File: config.mk
export PLATFORM = sky130hd
export DESIGN_NAME = pci_interrupt_routing
export DESIGN_NICKNAME = d
export VERILOG_FILES = /design/src/core/mp_source_route.v /design/src/core/pci_interrupt_routing.v
export VERILOG_INCLUDE_DIRS = /design/src /design/src/include
export SDC_FILE = /design/constraint.sdc
export NUM_CORES = 1
export LEC_CHECK = 0
export BUFFER_PORTS_ARGS = -buffer_cell sky130_fd_sc_hd__buf_4
export CORE_ASPECT_RATIO = 0.9
export CORE_MARGIN = 2
export CORE_UTILIZATION = 46
export CTS_CLUSTER_DIAMETER = 150
export DETAILED_ROUTE_END_ITERATION = 8
export HOLD_SLACK_MARGIN = 0.08
export PLACE_DENSITY_LB_ADDON = 0.15
export SLEW_MARGIN = 20
export SYNTH_ARGS = -nofsm -noshare
export SYNTH_HDL_FRONTEND = slang
export SYNTH_SLANG_ARGS = --single-unit
File: constraint.sdc
create_clock -name core_clk -period 4.22 [get_ports core_clk]
set_clock_uncertainty 0.1 [all_clocks]
set_input_delay 0.211 -clock core_clk [delete_from_list [all_inputs] [get_ports core_clk]]
set_output_delay 0.211 -clock core_clk [all_outputs]
set_load 0.02 [all_outputs]
File: src/include/pci_irq_map.vh
/*
 * Constants for the dual-function interrupt routing block: bit positions of the
 * global interrupt status and mask register, reset values, pin codes and power states.
 * Assumes the including file does not define macros with the same names.
 */
`ifndef PCI_IRQ_MAP_VH
`define PCI_IRQ_MAP_VH

`define GIS_UART0_ST 0
`define GIS_UART1_ST 1
`define GIS_MP0_ST 2
`define GIS_MP1_ST 3
`define GIS_UART0_MSK 16
`define GIS_UART1_MSK 17
`define GIS_MP0_MSK 18
`define GIS_MP1_MSK 19
`define GIS_MP0_PD 20
`define GIS_MP1_PD 21
`define GIS_F0_PD_ST 22
`define GIS_F1_PD_ST 23
`define GIS_F0_PD_MSK 24
`define GIS_F1_PD_MSK 25
`define GIS_MP0_FSEL 26
`define GIS_MP1_FSEL 27
`define GIS_PAR_ST 28
`define GIS_PAR_EN 29

`define UIS_UART0_BIT 0
`define UIS_UART1_BIT 6

`define GIS_RESET 32'h2C030000
`define GIS_WR_MASK 32'h2F3F0000
`define GIS_RSVD_HI 2'h0
`define GIS_RSVD_MID 12'h000
`define GIS_RDATA_RESET 32'h00000000
`define PME_RESET 2'h0

`define INTPIN_NONE 8'h00
`define INTPIN_A 8'h01
`define INTPIN_B 8'h02
`define INTPIN_DEFAULT 8'h01

`define PS_D0 2'h0
`define PS_D2 2'h2
`define PS_D3 2'h3

`endif

File: src/core/mp_source_route.v
/*
 * One multipurpose pin source: polarity, function routing of its interrupt,
 * powerdown and wake contributions.
 * Assumes pin and control inputs are synchronous to the parent's clock.
 */
`timescale 1ns/1ps
`default_nettype none

module mp_source_route (
	input wire pinLevel,
	input wire invert,
	input wire funcSel,
	input wire intMask,
	input wire pdMask,
	input wire wakeEn,
	output wire state,
	output wire intF0,
	output wire intF1,
	output wire pdOkF0,
	output wire pdReqF1,
	output wire wakeF0,
	output wire wakeF1
);

	////////////////////////////////////////////////////////////////////////////////
	assign state = pinLevel ^ invert;
	assign intF0 = state & intMask & ~funcSel;
	assign intF1 = state & intMask & funcSel;
	// a pin routed to function 0 votes for powerdown while its state is not asserted
	assign pdOkF0 = ~(pdMask & ~funcSel) | ~state;
	// function 1 takes the request at once, no filter
	assign pdReqF1 = pdMask & funcSel & state;
	assign wakeF0 = wakeEn & ~funcSel & state;
	assign wakeF1 = wakeEn & funcSel & state;

endmodule

`default_nettype wire

File: src/core/pci_interrupt_routing.v
/*
 * Interrupt aggregation and routing for a dual-function target: global status
 * and mask register, per-source enables, function routing, powerdown sticky
 * bits, wake status and open-drain interrupt and wake lines.
 * Assumes all inputs are synchronous to core_clk, the powerdown filter timer
 * lives outside and answers with f0PdFilterDone, and register strobes are
 * single-cycle pulses from the configuration decoder of either function.
 */
`timescale 1ns/1ps
`default_nettype none
`include "pci_irq_map.vh"

module pci_interrupt_routing (
	input wire core_clk,
	input wire rst,
	input wire regRd,
	input wire regWr,
	input wire [31:0] regWdata,
	output wire [31:0] regRdata,
	input wire eeLoad,
	input wire [1:0] eeUartMask,
	input wire [7:0] eeIntPinF0,
	input wire [7:0] eeIntPinF1,
	output wire [7:0] intPinF0,
	output wire [7:0] intPinF1,
	input wire [7:0] uartIntSrcBits,
	input wire parPortInt,
	input wire [1:0] mpPin,
	input wire [1:0] mpInvert,
	input wire [1:0] mpWakeEn,
	input wire uartsIdle,
	output wire f0PdReady,
	input wire f0PdFilterDone,
	input wire uartWakeF0,
	input wire [1:0] f0PowerState,
	input wire [1:0] f1PowerState,
	input wire [1:0] pmeEn,
	input wire [1:0] pmeStatusClr,
	output wire [1:0] pmeStatus,
	output wire intAOut,
	output wire intAOeN,
	output wire intBOut,
	output wire intBOeN,
	output wire pmeOut,
	output wire pmeOeN,
	output wire uartIerClr
);

	////////////////////////////////////////////////////////////////////////////////
	// state

	reg [31:0] ctrl_q;
	reg [31:0] ctrl_d;
	reg pdF0_q;
	reg pdF0_d;
	reg pdF1_q;
	reg pdF1_d;
	reg [7:0] pinF0_q;
	reg [7:0] pinF1_q;
	reg [31:0] rdata_q;
	reg [1:0] pme_q;
	reg [1:0] pme_d;
	reg intA_q;
	reg intB_q;
	reg pmeAct_q;
	reg ierClr_q;

	wire [31:0] status;
	wire uart0Int;
	wire uart1Int;
	wire [1:0] mpState;
	wire [1:0] mpIntF0;
	wire [1:0] mpIntF1;
	wire [1:0] mpPdOkF0;
	wire [1:0] mpPdReqF1;
	wire [1:0] mpWakeF0;
	wire [1:0] mpWakeF1;
	wire f0Live;
	wire f1Live;
	wire reqF0;
	wire reqF1;
	wire [1:0] wakeSet;
	wire driveA;
	wire driveB;
	wire uart0Req;
	wire uart1Req;
	wire mpReqF0;
	wire mpReqF1;
	wire pdReqF0;
	wire pdReqF1;
	wire parReq;
	wire pdF0Set;
	wire pdF1Set;
	wire f0OnA;
	wire f0OnB;
	wire f1OnA;
	wire f1OnB;
	wire [31:0] ctrlWrite;
	wire [1:0] pmeAsk;

	////////////////////////////////////////////////////////////////////////////////
	// sources

	// uart source bits are active low
	assign uart0Int = ~uartIntSrcBits[`UIS_UART0_BIT];
	assign uart1Int = ~uartIntSrcBits[`UIS_UART1_BIT];

	mp_source_route mpRoute0 (
		.pinLevel(mpPin[0]),
		.invert(mpInvert[0]),
		.funcSel(ctrl_q[`GIS_MP0_FSEL]),
		.intMask(ctrl_q[`GIS_MP0_MSK]),
		.pdMask(ctrl_q[`GIS_MP0_PD]),
		.wakeEn(mpWakeEn[0]),
		.state(mpState[0]),
		.intF0(mpIntF0[0]),
		.intF1(mpIntF1[0]),
		.pdOkF0(mpPdOkF0[0]),
		.pdReqF1(mpPdReqF1[0]),
		.wakeF0(mpWakeF0[0]),
		.wakeF1(mpWakeF1[0])
	);

	mp_source_route mpRoute1 (
		.pinLevel(mpPin[1]),
		.invert(mpInvert[1]),
		.funcSel(ctrl_q[`GIS_MP1_FSEL]),
		.intMask(ctrl_q[`GIS_MP1_MSK]),
		.pdMask(ctrl_q[`GIS_MP1_PD]),
		.wakeEn(mpWakeEn[1]),
		.state(mpState[1]),
		.intF0(mpIntF0[1]),
		.intF1(mpIntF1[1]),
		.pdOkF0(mpPdOkF0[1]),
		.pdReqF1(mpPdReqF1[1]),
		.wakeF0(mpWakeF0[1]),
		.wakeF1(mpWakeF1[1])
	);

	// the filter timer outside sees this; both uarts and every pin on function 0 must agree
	assign f0PdReady = uartsIdle & mpPdOkF0[0] & mpPdOkF0[1];

	////////////////////////////////////////////////////////////////////////////////
	// status view

	assign status = {`GIS_RSVD_HI,
		ctrl_q[`GIS_PAR_EN],
		parPortInt,
		ctrl_q[`GIS_MP1_FSEL:`GIS_F0_PD_MSK],
		pdF1_q,
		pdF0_q,
		ctrl_q[`GIS_MP1_PD:`GIS_UART0_MSK],
		`GIS_RSVD_MID,
		mpState,
		uart1Int,
		uart0Int};

	////////////////////////////////////////////////////////////////////////////////
	// control register

	// read-only and reserved bits keep their flop value, so a write cannot disturb them
	assign ctrlWrite = (ctrl_q & ~`GIS_WR_MASK) | (regWdata & `GIS_WR_MASK);

	always @* begin
		ctrl_d = ctrl_q;
		if (regWr) begin
			ctrl_d = ctrlWrite;
		end
		// eeprom load overrides the uart mask defaults
		if (eeLoad) begin
			ctrl_d[`GIS_UART0_MSK] = eeUartMask[0];
			ctrl_d[`GIS_UART1_MSK] = eeUartMask[1];
		end
	end

	always @(posedge core_clk or posedge rst) begin
		if (rst) begin
			// uart, pin select and parallel enables come up set, the rest clear
			ctrl_q <= `GIS_RESET;
		end else begin
			ctrl_q <= ctrl_d;
		end
	end

	////////////////////////////////////////////////////////////////////////////////
	// interrupt pin fields, writable only by the eeprom loader

	always @(posedge core_clk or posedge rst) begin
		if (rst) begin
			pinF0_q <= `INTPIN_DEFAULT;
			pinF1_q <= `INTPIN_DEFAULT;
		end else if (eeLoad) begin
			pinF0_q <= eeIntPinF0;
			pinF1_q <= eeIntPinF1;
		end
	end

	assign intPinF0 = pinF0_q;
	assign intPinF1 = pinF1_q;

	////////////////////////////////////////////////////////////////////////////////
	// powerdown sticky bits; a set in the read cycle wins so no request is lost

	// a pin on function 1 keeps setting its bit while its state stays asserted
	assign pdF0Set = f0PdFilterDone;
	assign pdF1Set = |mpPdReqF1;

	always @* begin
		pdF0_d = pdF0_q;
		pdF1_d = pdF1_q;
		if (regRd) begin
			pdF0_d = 1'b0;
			pdF1_d = 1'b0;
		end
		if (pdF0Set) begin
			pdF0_d = 1'b1;
		end
		if (pdF1Set) begin
			pdF1_d = 1'b1;
		end
	end

	always @(posedge core_clk or posedge rst) begin
		if (rst) begin
			pdF0_q <= 1'b0;
			pdF1_q <= 1'b0;
		end else begin
			pdF0_q <= pdF0_d;
			pdF1_q <= pdF1_d;
		end
	end

	////////////////////////////////////////////////////////////////////////////////
	// read data, one cycle after the strobe; both functions share this view

	always @(posedge core_clk or posedge rst) begin
		if (rst) begin
			rdata_q <= `GIS_RDATA_RESET;
		end else if (regRd) begin
			rdata_q <= status;
		end
	end

	assign regRdata = rdata_q;

	////////////////////////////////////////////////////////////////////////////////
	// function requests

	// D2 and D3 silence a function's interrupt whatever the masks hold
	assign f0Live = (f0PowerState != `PS_D2) && (f0PowerState != `PS_D3);
	assign f1Live = (f1PowerState != `PS_D2) && (f1PowerState != `PS_D3);

	// each term is one source behind its own mask; the power state gate comes last
	assign uart0Req = uart0Int & ctrl_q[`GIS_UART0_MSK];
	assign uart1Req = uart1Int & ctrl_q[`GIS_UART1_MSK];
	assign mpReqF0 = |mpIntF0;
	assign pdReqF0 = pdF0_q & ctrl_q[`GIS_F0_PD_MSK];
	assign parReq = parPortInt & ctrl_q[`GIS_PAR_EN];
	assign mpReqF1 = |mpIntF1;
	assign pdReqF1 = pdF1_q & ctrl_q[`GIS_F1_PD_MSK];

	// seven sources: two uarts, two pins, one parallel port and the two powerdown status bits
	assign reqF0 = f0Live & (
		uart0Req |
		uart1Req |
		mpReqF0 |
		pdReqF0);

	assign reqF1 = f1Live & (
		parReq |
		mpReqF1 |
		pdReqF1);

	// reserved pin codes match neither line and so never drive
	assign f0OnA = (pinF0_q == `INTPIN_A);
	assign f0OnB = (pinF0_q == `INTPIN_B);
	assign f1OnA = (pinF1_q == `INTPIN_A);
	assign f1OnB = (pinF1_q == `INTPIN_B);

	assign driveA = (reqF0 & f0OnA) | (reqF1 & f1OnA);
	assign driveB = (reqF0 & f0OnB) | (reqF1 & f1OnB);

	// level outputs: held while any enabled source stays active
	always @(posedge core_clk or posedge rst) begin
		if (rst) begin
			intA_q <= 1'b0;
			intB_q <= 1'b0;
		end else begin
			intA_q <= driveA;
			intB_q <= driveB;
		end
	end

	// open drain: only ever pull low
	assign intAOut = 1'b0;
	assign intAOeN = ~intA_q;
	assign intBOut = 1'b0;
	assign intBOeN = ~intB_q;

	////////////////////////////////////////////////////////////////////////////////
	// wake status per function, cleared by writing one; set wins

	assign wakeSet[0] = uartWakeF0 | (|mpWakeF0);
	assign wakeSet[1] = |mpWakeF1;

	always @* begin
		pme_d = (pme_q & ~pmeStatusClr) | wakeSet;
	end

	// each function asks on its own; the shared wake pin is their or
	assign pmeAsk = pme_q & pmeEn;

	always @(posedge core_clk or posedge rst) begin
		if (rst) begin
			pme_q <= `PME_RESET;
			pmeAct_q <= 1'b0;
		end else begin
			pme_q <= pme_d;
			pmeAct_q <= |pmeAsk;
		end
	end

	assign pmeStatus = pme_q;
	assign pmeOut = 1'b0;
	assign pmeOeN = ~pmeAct_q;

	////////////////////////////////////////////////////////////////////////////////
	// uart enable clear: held through reset, dropped at the first edge after release

	always @(posedge core_clk or posedge rst) begin
		if (rst) begin
			ierClr_q <= 1'b1;
		end else begin
			ierClr_q <= 1'b0;
		end
	end

	assign uartIerClr = ierClr_q;

endmodule

`default_nettype wire

# Word-level counts from Yosys, hierarchy flattened
# Index checks and enable logic that the tools add are counted.
[word_totals]
ff_bits = 74
latch_bits = 0
ram_bits = 0
romBits = 0
input_bits = 81
output_inout_bits = 58
elab_cells = 97
memories = 0
[classes]
n_addsub = 0
mul = 0
div_mod_pow = 0
n_lt_le_gt_ge = 0
eq_ne = 8
n_shift = 0
mux = 5
n_bitwise = 61
reduce_logical = 11
[op_table]
columns = ["op", "count"]
rows = [
  ["bitwise AND 1 bit", 33],
  ["OR 32 x 30 -> 32 bit", 1],
  ["two-way mux 18 bit", 1],
  ["== test 8 x 1 -> 1 bit, second input constant", 2],
  ["== test 8 x 2 -> 1 bit, second input constant", 2],
  ["OR reduction 2 bit", 6],
  ["NOT 1 bit", 11],
  ["OR 1 bit", 10],
  ["inequality test 2 bit, second input constant", 4],
  ["nonzero test 2 bit", 3],
  ["bitwise AND 2 bit", 2],
  ["two-way mux 1 bit", 3],
  ["logical AND 1 bit", 2],
  ["two-way mux 2 bit", 1],
  ["NOT 2 bit", 1],
  ["OR 2 bit", 1],
  ["bitwise XOR 1 bit", 2],
]

# Logic depth before layout (Yosys ltp)
# Gate-level depths: netlist of run 1.
[logic_depth]
ltp_word = 9
depth_mapped = 4
mapped_depth_nobuf = 4

# By module
# Synthesis of run 1 repeated with hierarchy kept, for this count alone.
[hier_totals]
hier_cells = 175
hier_area_um2 = 2318.5
[by_module_without_submodules]
columns = ["module", "n_inst", "cells_per_inst", "area_per_inst_um2", "seq_area_each_um2"]
rows = [
  ["pci_interrupt_routing", 1, 161, 2198.4, 1336.3],
  ["mp_source_route", 2, 7, 60.1, 0.0],
]

# Worst setup path before layout of run 1
# Ideal clock, no wire load.
[synth_timing]
path_type = "flip-flop to output port"
from = "reg ctrl_q[27]"
to = "out f0PdReady"
t_arrival_ns = 1.246
required_time_ns = 3.909
path_slack_ns = 2.663
stages_incl_launch_ff = 3
n_path_buf = 0
path_cell_list = "dfstp_2 -> nor2_1 -> a221oi_1"
[synth_via]
elab_chain_len = 5
[synth_lines]
columns = ["item", "line_no", "text"]
rows = [
  ["start, declared", "pci_interrupt_routing.v:52", "reg [31:0] ctrl_q;"],
  ["start signal, assigned", "pci_interrupt_routing.v:179", "ctrl_q <= `GIS_RESET;"],
  ["start signal, assigned", "pci_interrupt_routing.v:181", "ctrl_q <= ctrl_d;"],
  ["NOT 1 bit", "mp_source_route.v:30", "assign pdOkF0 = ~(pdMask & ~funcSel) | ~state;"],
  ["bitwise AND 1 bit", "mp_source_route.v:30", ""],
  ["NOT 1 bit", "mp_source_route.v:30", ""],
  ["OR 1 bit", "mp_source_route.v:30", ""],
  ["bitwise AND 1 bit", "pci_interrupt_routing.v:141", "assign f0PdReady = uartsIdle & mpPdOkF0[0] & mpPdOkF0[1];"],
  ["end, declared", "pci_interrupt_routing.v:32", "output wire f0PdReady,"],
]
# No other way between the ends.

# Worst setup path after layout of run 1
# Same ends and word-level chain as after synthesis.

==> impl_metrics.ini, run 1 <==
[routing]
drc_errors = 0
totalWireLength_um = 5360
routedWlPerCell_um = 14.2
first_iter_violations = 62
vias = 1802
vias_per_cell = 4.78
drtPass1Iterations = 5
ant_nets = 0

[cts]
h-tree-depth = 2
clkTransAtPathRegs_ns = 0.09
tritoncts = done
hold_buffers = 38
post_cts_resized = 0
clock_latency_ns = 0.30
clockBufferDepth = 2
cts_root_buf = clkbuf_8
post_cts_buffers = 0
cts_buffers = 5
cts.sinks = 53

[logic_synthesis]
ys_ff_latch = 53
yosysSeqAreaShare_pct = 58.2
syn-cell-area_um2 = 2300
synth_compound_area_share_pct = 5.99
synth_top_family_by_area = multiplexers
synthMuxAreaShare_pct = 19.0
postSynthCellCount = 178
synth-simple-area-share_pct = 6.76
yosysWarnings = 0
synth.avg_cell_area_um2 = 12.9
synth.distinct_cells = 29
synthAdderAreaFrac_pct = 0
synth_xor_area_share_pct = 1.53

[timing]
hold_violations = 0
rsz0062_at_grt = false
worst_slew_pin_slew_ns = 0.658
fin_tns_setup_ns = 0
fmax_mhz = 541
final.min_clock_period_ns = 1.85
relSlewSlack_pct = 56.2
maxSlewViolCount = 0
post-route-period-util_pct = 43.8
setup_viol = 0
whs_ns = 0.109

[die]
initial_core_util_pct = 47.5
fp.dieArea_um2 = 5570
rows = 24
core_um2 = 4830
io_pins = 139
die_h_um = 71.0
die_w_um = 78.5

[global_route]
grt_util_met1_pct = 24.9
grt_util_met3_pct = 4.21
grt_overflow = 0
grt_usage_pct = 19.9
met2_usage_pct = 34.7
grt_max_degree = 54
grt_pass1_wl_um = 8540
antenna_found_initial = 0
busiest_layer = met2
grt_pass1_vias = 1827

[layout]
area_delta_synth_final_pct = 50.2
diodes = 0
drive_gt1_share_pct = 46.8
fin_nets = 392

[pwr]
peakVddDrop_mv = 0.205
leakagePower_nw = 1.64
powerDensity_nw_per_um2 = 348

[run]
cap_violations = 0

[critical_path]
critPathMaxStageDelay_ns = 0.59
crit_fanout = 6
critical_path_class = reg -> out
worstPathCellList = nor2_1 -> a221oi_1 -> buf_4
arrival_ns = 1.54
crit_slowest_cell = dfstp_2
critPathLaunchType = flop
end_kind = output port
worst_ep_required_time_ns = 3.91

[place]
io_buffer_count = 92
globalplace.congestion = 0.694
hpwl_um = 3600

[min_path]
hp-class = in -> reg

[status]
status = finished, final reports clean
kinds of logic after synthesis:
kind of cell	after synthesis
xor+xnor	4
compound gates	20
buf+inv	33
other cells	1
simple gates	28
flops	53
mux	39
synth_stat cells:
cell / number / area [um^2]
nand3_1: 7 / 35.0
mux2_2: 37 / 417
o21ai_0: 5 / 25.0
a221oi_1: 2 / 17.5
mux2i_1: 2 / 20.0
a31oi_1: 1 / 6.26
a22o_1: 2 / 17.5
nor4_1: 1 / 6.26
nand2b_1: 1 / 6.26
a221o_1: 1 / 10.0
a21o_1: 1 / 7.51
o221ai_1: 1 / 8.76
a41o_1: 2 / 20.0
nor2_1: 5 / 18.8
nor4_4: 1 / 21.3
a21oi_1: 5 / 25.0
or4_4: 1 / 11.3
nand4b_1: 2 / 17.5
conb_1: 1 / 3.75
buf_2: 3 / 15.0
inv_1: 11 / 41.3
dfstp_2: 8 / 210
dfrtp_1: 45 / 1130
clkbuf_1: 2 / 7.51
buf_4: 17 / 128
nand2_1: 9 / 33.8
xor2_1: 2 / 17.5
xnor2_1: 2 / 17.5
nor3_1: 1 / 5.00
flip-flops by register name, summed over array words and instances (netlist names):
signal      cells
intPinF1        8
pmeAct_q        1
regRdata       18
pdF0_q          1
ctrl_q         11
uartIerClr      1
pdF1_q          1
intA_q          1
intB_q          1
intPinF0        8
pmeStatus       2
area by class of cell:
type | instances | area (um^2)
fill | 383 | 1390
sequential | 53 | 1340
timing repair buffer | 131 | 1080
multi-input combinational | 109 | 832
tap | 65 | 81.3
clock buffer | 8 | 80.1
inverter | 11 | 41.3
power breakdown:
group          switching (W)  internal [W]
Combinational       0.000152      0.000164
Sequential         0.0000416      0.000569
Clock               0.000156      0.000118
worst max-delay path, delay by kind of cell (launching register included):
family,cells,cell delay [ns]
AO/OA/AOI/OAI,1,0.35
buffers and inverters,1,0.21
flip-flops,1,0.59
AND/OR/NAND/NOR,1,0.10
metrics by stage:
step	power, W	util, %	std cells	cell area, um^2	setup slack (ns)
6_report	0.00120	71.4	377	3450	2.37
3_5_place_dp	0.000908	61.8	331	2990	2.70
3_3_place_gp	0.000901	61.8	331	2990	2.71
2_1_floorplan	0.000782	-	195	2360	2.64
5_1_grt	0.00126	71.4	377	3450	2.30
4_1_cts	0.00121	71.4	377	3450	2.38
placed cells by master, fill, tap and decap left out:
| master | Yosys | routed |
|---|---|---|
| a21o_1 | 1 | 1 |
| a21oi_1 | 5 | 5 |
| a221o_1 | 1 | 1 |
| a221oi_1 | 2 | 2 |
| a22o_1 | 2 | 2 |
| a31oi_1 | 1 | 1 |
| a41o_1 | 2 | 2 |
| buf_4 | 17 | 93 |
| clkbuf_1 | 2 | 3 |
| clkbuf_8 | 0 | 5 |
| conb_1 | 1 | 18 |
| dfrtp_1 | 45 | 45 |
| dfstp_2 | 8 | 8 |
| dlygate4sd3_1 | 0 | 38 |
| inv_1 | 11 | 10 |
| inv_2 | 0 | 1 |
| mux2_2 | 37 | 37 |
| mux2i_1 | 2 | 2 |
| nand2_1 | 9 | 9 |
| nand2b_1 | 1 | 1 |
| nand3_1 | 7 | 7 |
| nand4b_1 | 2 | 2 |
| nor2_1 | 5 | 5 |
| nor3_1 | 1 | 1 |
| nor4_1 | 1 | 1 |
| nor4_4 | 1 | 1 |
| o21ai_0 | 5 | 5 |
| o221ai_1 | 1 | 1 |
| or4_4 | 1 | 1 |
| xnor2_1 | 2 | 2 |
| xor2_1 | 2 | 2 |
worst paths after layout:
path / from / to / slack, ns / depth (start not counted)
max in group asynchronous: rst / pmeStatus[1] / 3.05 / 4
worst max-delay path: ctrl_q[27] / f0PdReady / 2.37 / 3
min in group asynchronous: rst / ctrl_q[24] / 0.52 / 4
worst min-delay path: regWdata[17] / ctrl_q[17] / 0.11 / 3
worst min register to register: intPinF0[0] / intPinF0[0] / 0.41 / 2
worst max register to register: ctrl_q[27] / pmeStatus[0] / 2.40 / 4
metal layers:
layer	part of all wire, %	up-vias
met5	0	-
met4	1.6	0
met3	5.7	9
met2	52	77
met1	41	861
li1	-	855
(Power assumes the default switching activity.)
==> run 2, diff against run 1 <==
CORE_UTILIZATION = 43   (was 46)
clock period = 1.8 ns   (was 4.22 ns; I/O delays follow)
==> impl_metrics.ini, run 2 (same netlist as run 1, synthesis figures left out) <==
[pwr]
p_comb_share_pct = 26.9
p_switching_w = 0.000826
power_frac_clock_pct = 23.4
swShare_pct = 28.6
internal-power_w = 0.00206
peakVddDrop_mv = 0.422
powerDensity_nw_per_um2 = 802
leakagePower_nw = 1.70
pwr-share-seq_pct = 49.7

[min_path]
hp-class = in -> reg
worstHoldStart = regRd

[cts]
clkTransAtPathRegs_ns = 0.09
tritoncts = done
cts_buffers = 5
clockBufferDepth = 2
clock_latency_ns = 0.30
post_cts_buffers = 0
h-tree-depth = 2
cts_root_buf = clkbuf_8
cts.sinks = 53

[timing]
fmax_mhz = 597
fin_tns_setup_ns = 0
maxSlewViolCount = 0
whs_ns = 0.0800
rsz0062_at_grt = false
post-route-period-util_pct = 93.1
hold_violations = 0
setup_viol = 0
final.min_clock_period_ns = 1.68

[die]
die_h_um = 73.3
core_um2 = 5190
die_w_um = 81.0
initial_core_util_pct = 44.2
fp.dieArea_um2 = 5940
io_pins = 139
rows = 25

[routing]
drc_errors = 0
totalWireLength_um = 5540
vias_per_cell = 4.79
drtPass1Iterations = 4
first_iter_violations = 79
vias = 1873
ant_nets = 0
routedWlPerCell_um = 14.2

[global_route]
antenna_found_initial = 0
grt_pass1_vias = 1831
grt_max_degree = 25
grt_pass1_wl_um = 8690
grt_usage_pct = 19.3
grt_overflow = 0

[layout]
instances_no_fill = 391
largest_register_ffs = 18
fin_nets = 404
nFillCells = 381
drive_gt1_share_pct = 46.0
layout_commonest_cell = buf_4
diodes = 0
area_delta_synth_final_pct = 56.7
mostFrequentLayoutCells = 93 x buf_4, 49 x dlygate4sd3_1, 45 x dfrtp_1

[place]
io_buffer_count = 92
dp_cells = 334
hpwl_um = 3700
globalplace.congestion = 0.785

[critical_path]
critPathMaxStageDelay_ns = 0.59
critPathLaunchType = flop
cp.buffers_inverters = 1
critPathTopFamily = flip-flops
crit_fanout = 6
reg2reg_from = ctrl_q[27]
end_kind = output port
critical_path_class = reg -> out
setup.worst_path.start = ctrl_q[27]
crit_slowest_cell = dfstp_2
worst_ep_required_time_ns = 1.61
worstPathCellList = nor2_1 -> a221oi_2 -> buf_4
arrival_ns = 1.49

[run]
cap_violations = 0

[status]
status = finished, final reports clean
run 2: cell types whose count changed in the layout (fill, tap and decap cells not counted):
cell,change
a221oi_2,+1
dlygate4sd3_1,+11
a221oi_1,-1
clkbuf_8,+1
clkbuf_1,-1
buf_12,+1
run 2: final timing paths:
path,end,slack [ns],cells after the start
hold / removal,regRdata[2],0.08,2
setup / recovery,f0PdReady,0.12,3
setup reg to reg,intA_q,0.27,3
hold reg to reg,regRdata[23],0.41,1
min in group asynchronous,pdF0_q,0.20,3
max in group asynchronous,ctrl_q[27],0.80,4
run 2: what timing repair did:
item                                    4_1_cts  5_1_grt
endpoints found under the setup margin        0        1
endpoints found under the hold margin        83        0
gates resized for setup                       0        1
hold buffers                                 49        0
run 2: area by class of cell:
class | instances | area, um^2 | share of cell area [%]
Tap cell | 67 | 83.8 | 2.33
Timing Repair Buffer | 143 | 1210 | 33.6
Multi-Input combinational cell | 109 | 838 | 23.3
Clock buffer | 8 | 90.1 | 2.50
Sequential cell | 53 | 1340 | 37.1
Inverter | 11 | 41.3 | 1.15
run 2: power by group through the flow:
stage | combinational (W) | clock, W | sequential [W]
final | 0.000775 | 0.000674 | 0.00143
after global routing | 0.000833 | 0.000758 | 0.00146
after CTS | 0.000772 | 0.000695 | 0.00143
after detailed placement | 0.000677 | 0 | 0.00146
after global placement | 0.000670 | 0 | 0.00145
after floorplan | 0.000272 | 0 | 0.00156
run 2: worst register-to-register path: stages, from the launching register on:
cell and delay, ns:
dfstp_2 0.59, nor2_1 0.11, a221o_1 0.40, a41o_1 0.24
run 2: stage by stage:
stage | area (um^2) | worst slack (ns) | power (W) | utilization [%]
after global routing | 3600 | 0.0615 | 0.00305 | 69.3
final | 3600 | 0.124 | 0.00288 | 69.3
after floorplan | 2360 | 0.298 | 0.00183 | -
after detailed placement | 3010 | 0.283 | 0.00213 | 58.0
after CTS | 3590 | 0.0410 | 0.00290 | 69.2
after global placement | 3010 | 0.288 | 0.00212 | 58.0
run 2: metal layers:
| metal | wire length, um | GRT usage (%) | vias to the layer above |
|---|---|---|---|
| met5 | 0 | 0 | - |
| met4 | 41 | 4.33 | 0 |
| met3 | 456 | 6.02 | 6 |
| met2 | 2590 | 30.9 | 87 |
| met1 | 2450 | 26.0 | 903 |
| li1 | - | - | 877 |
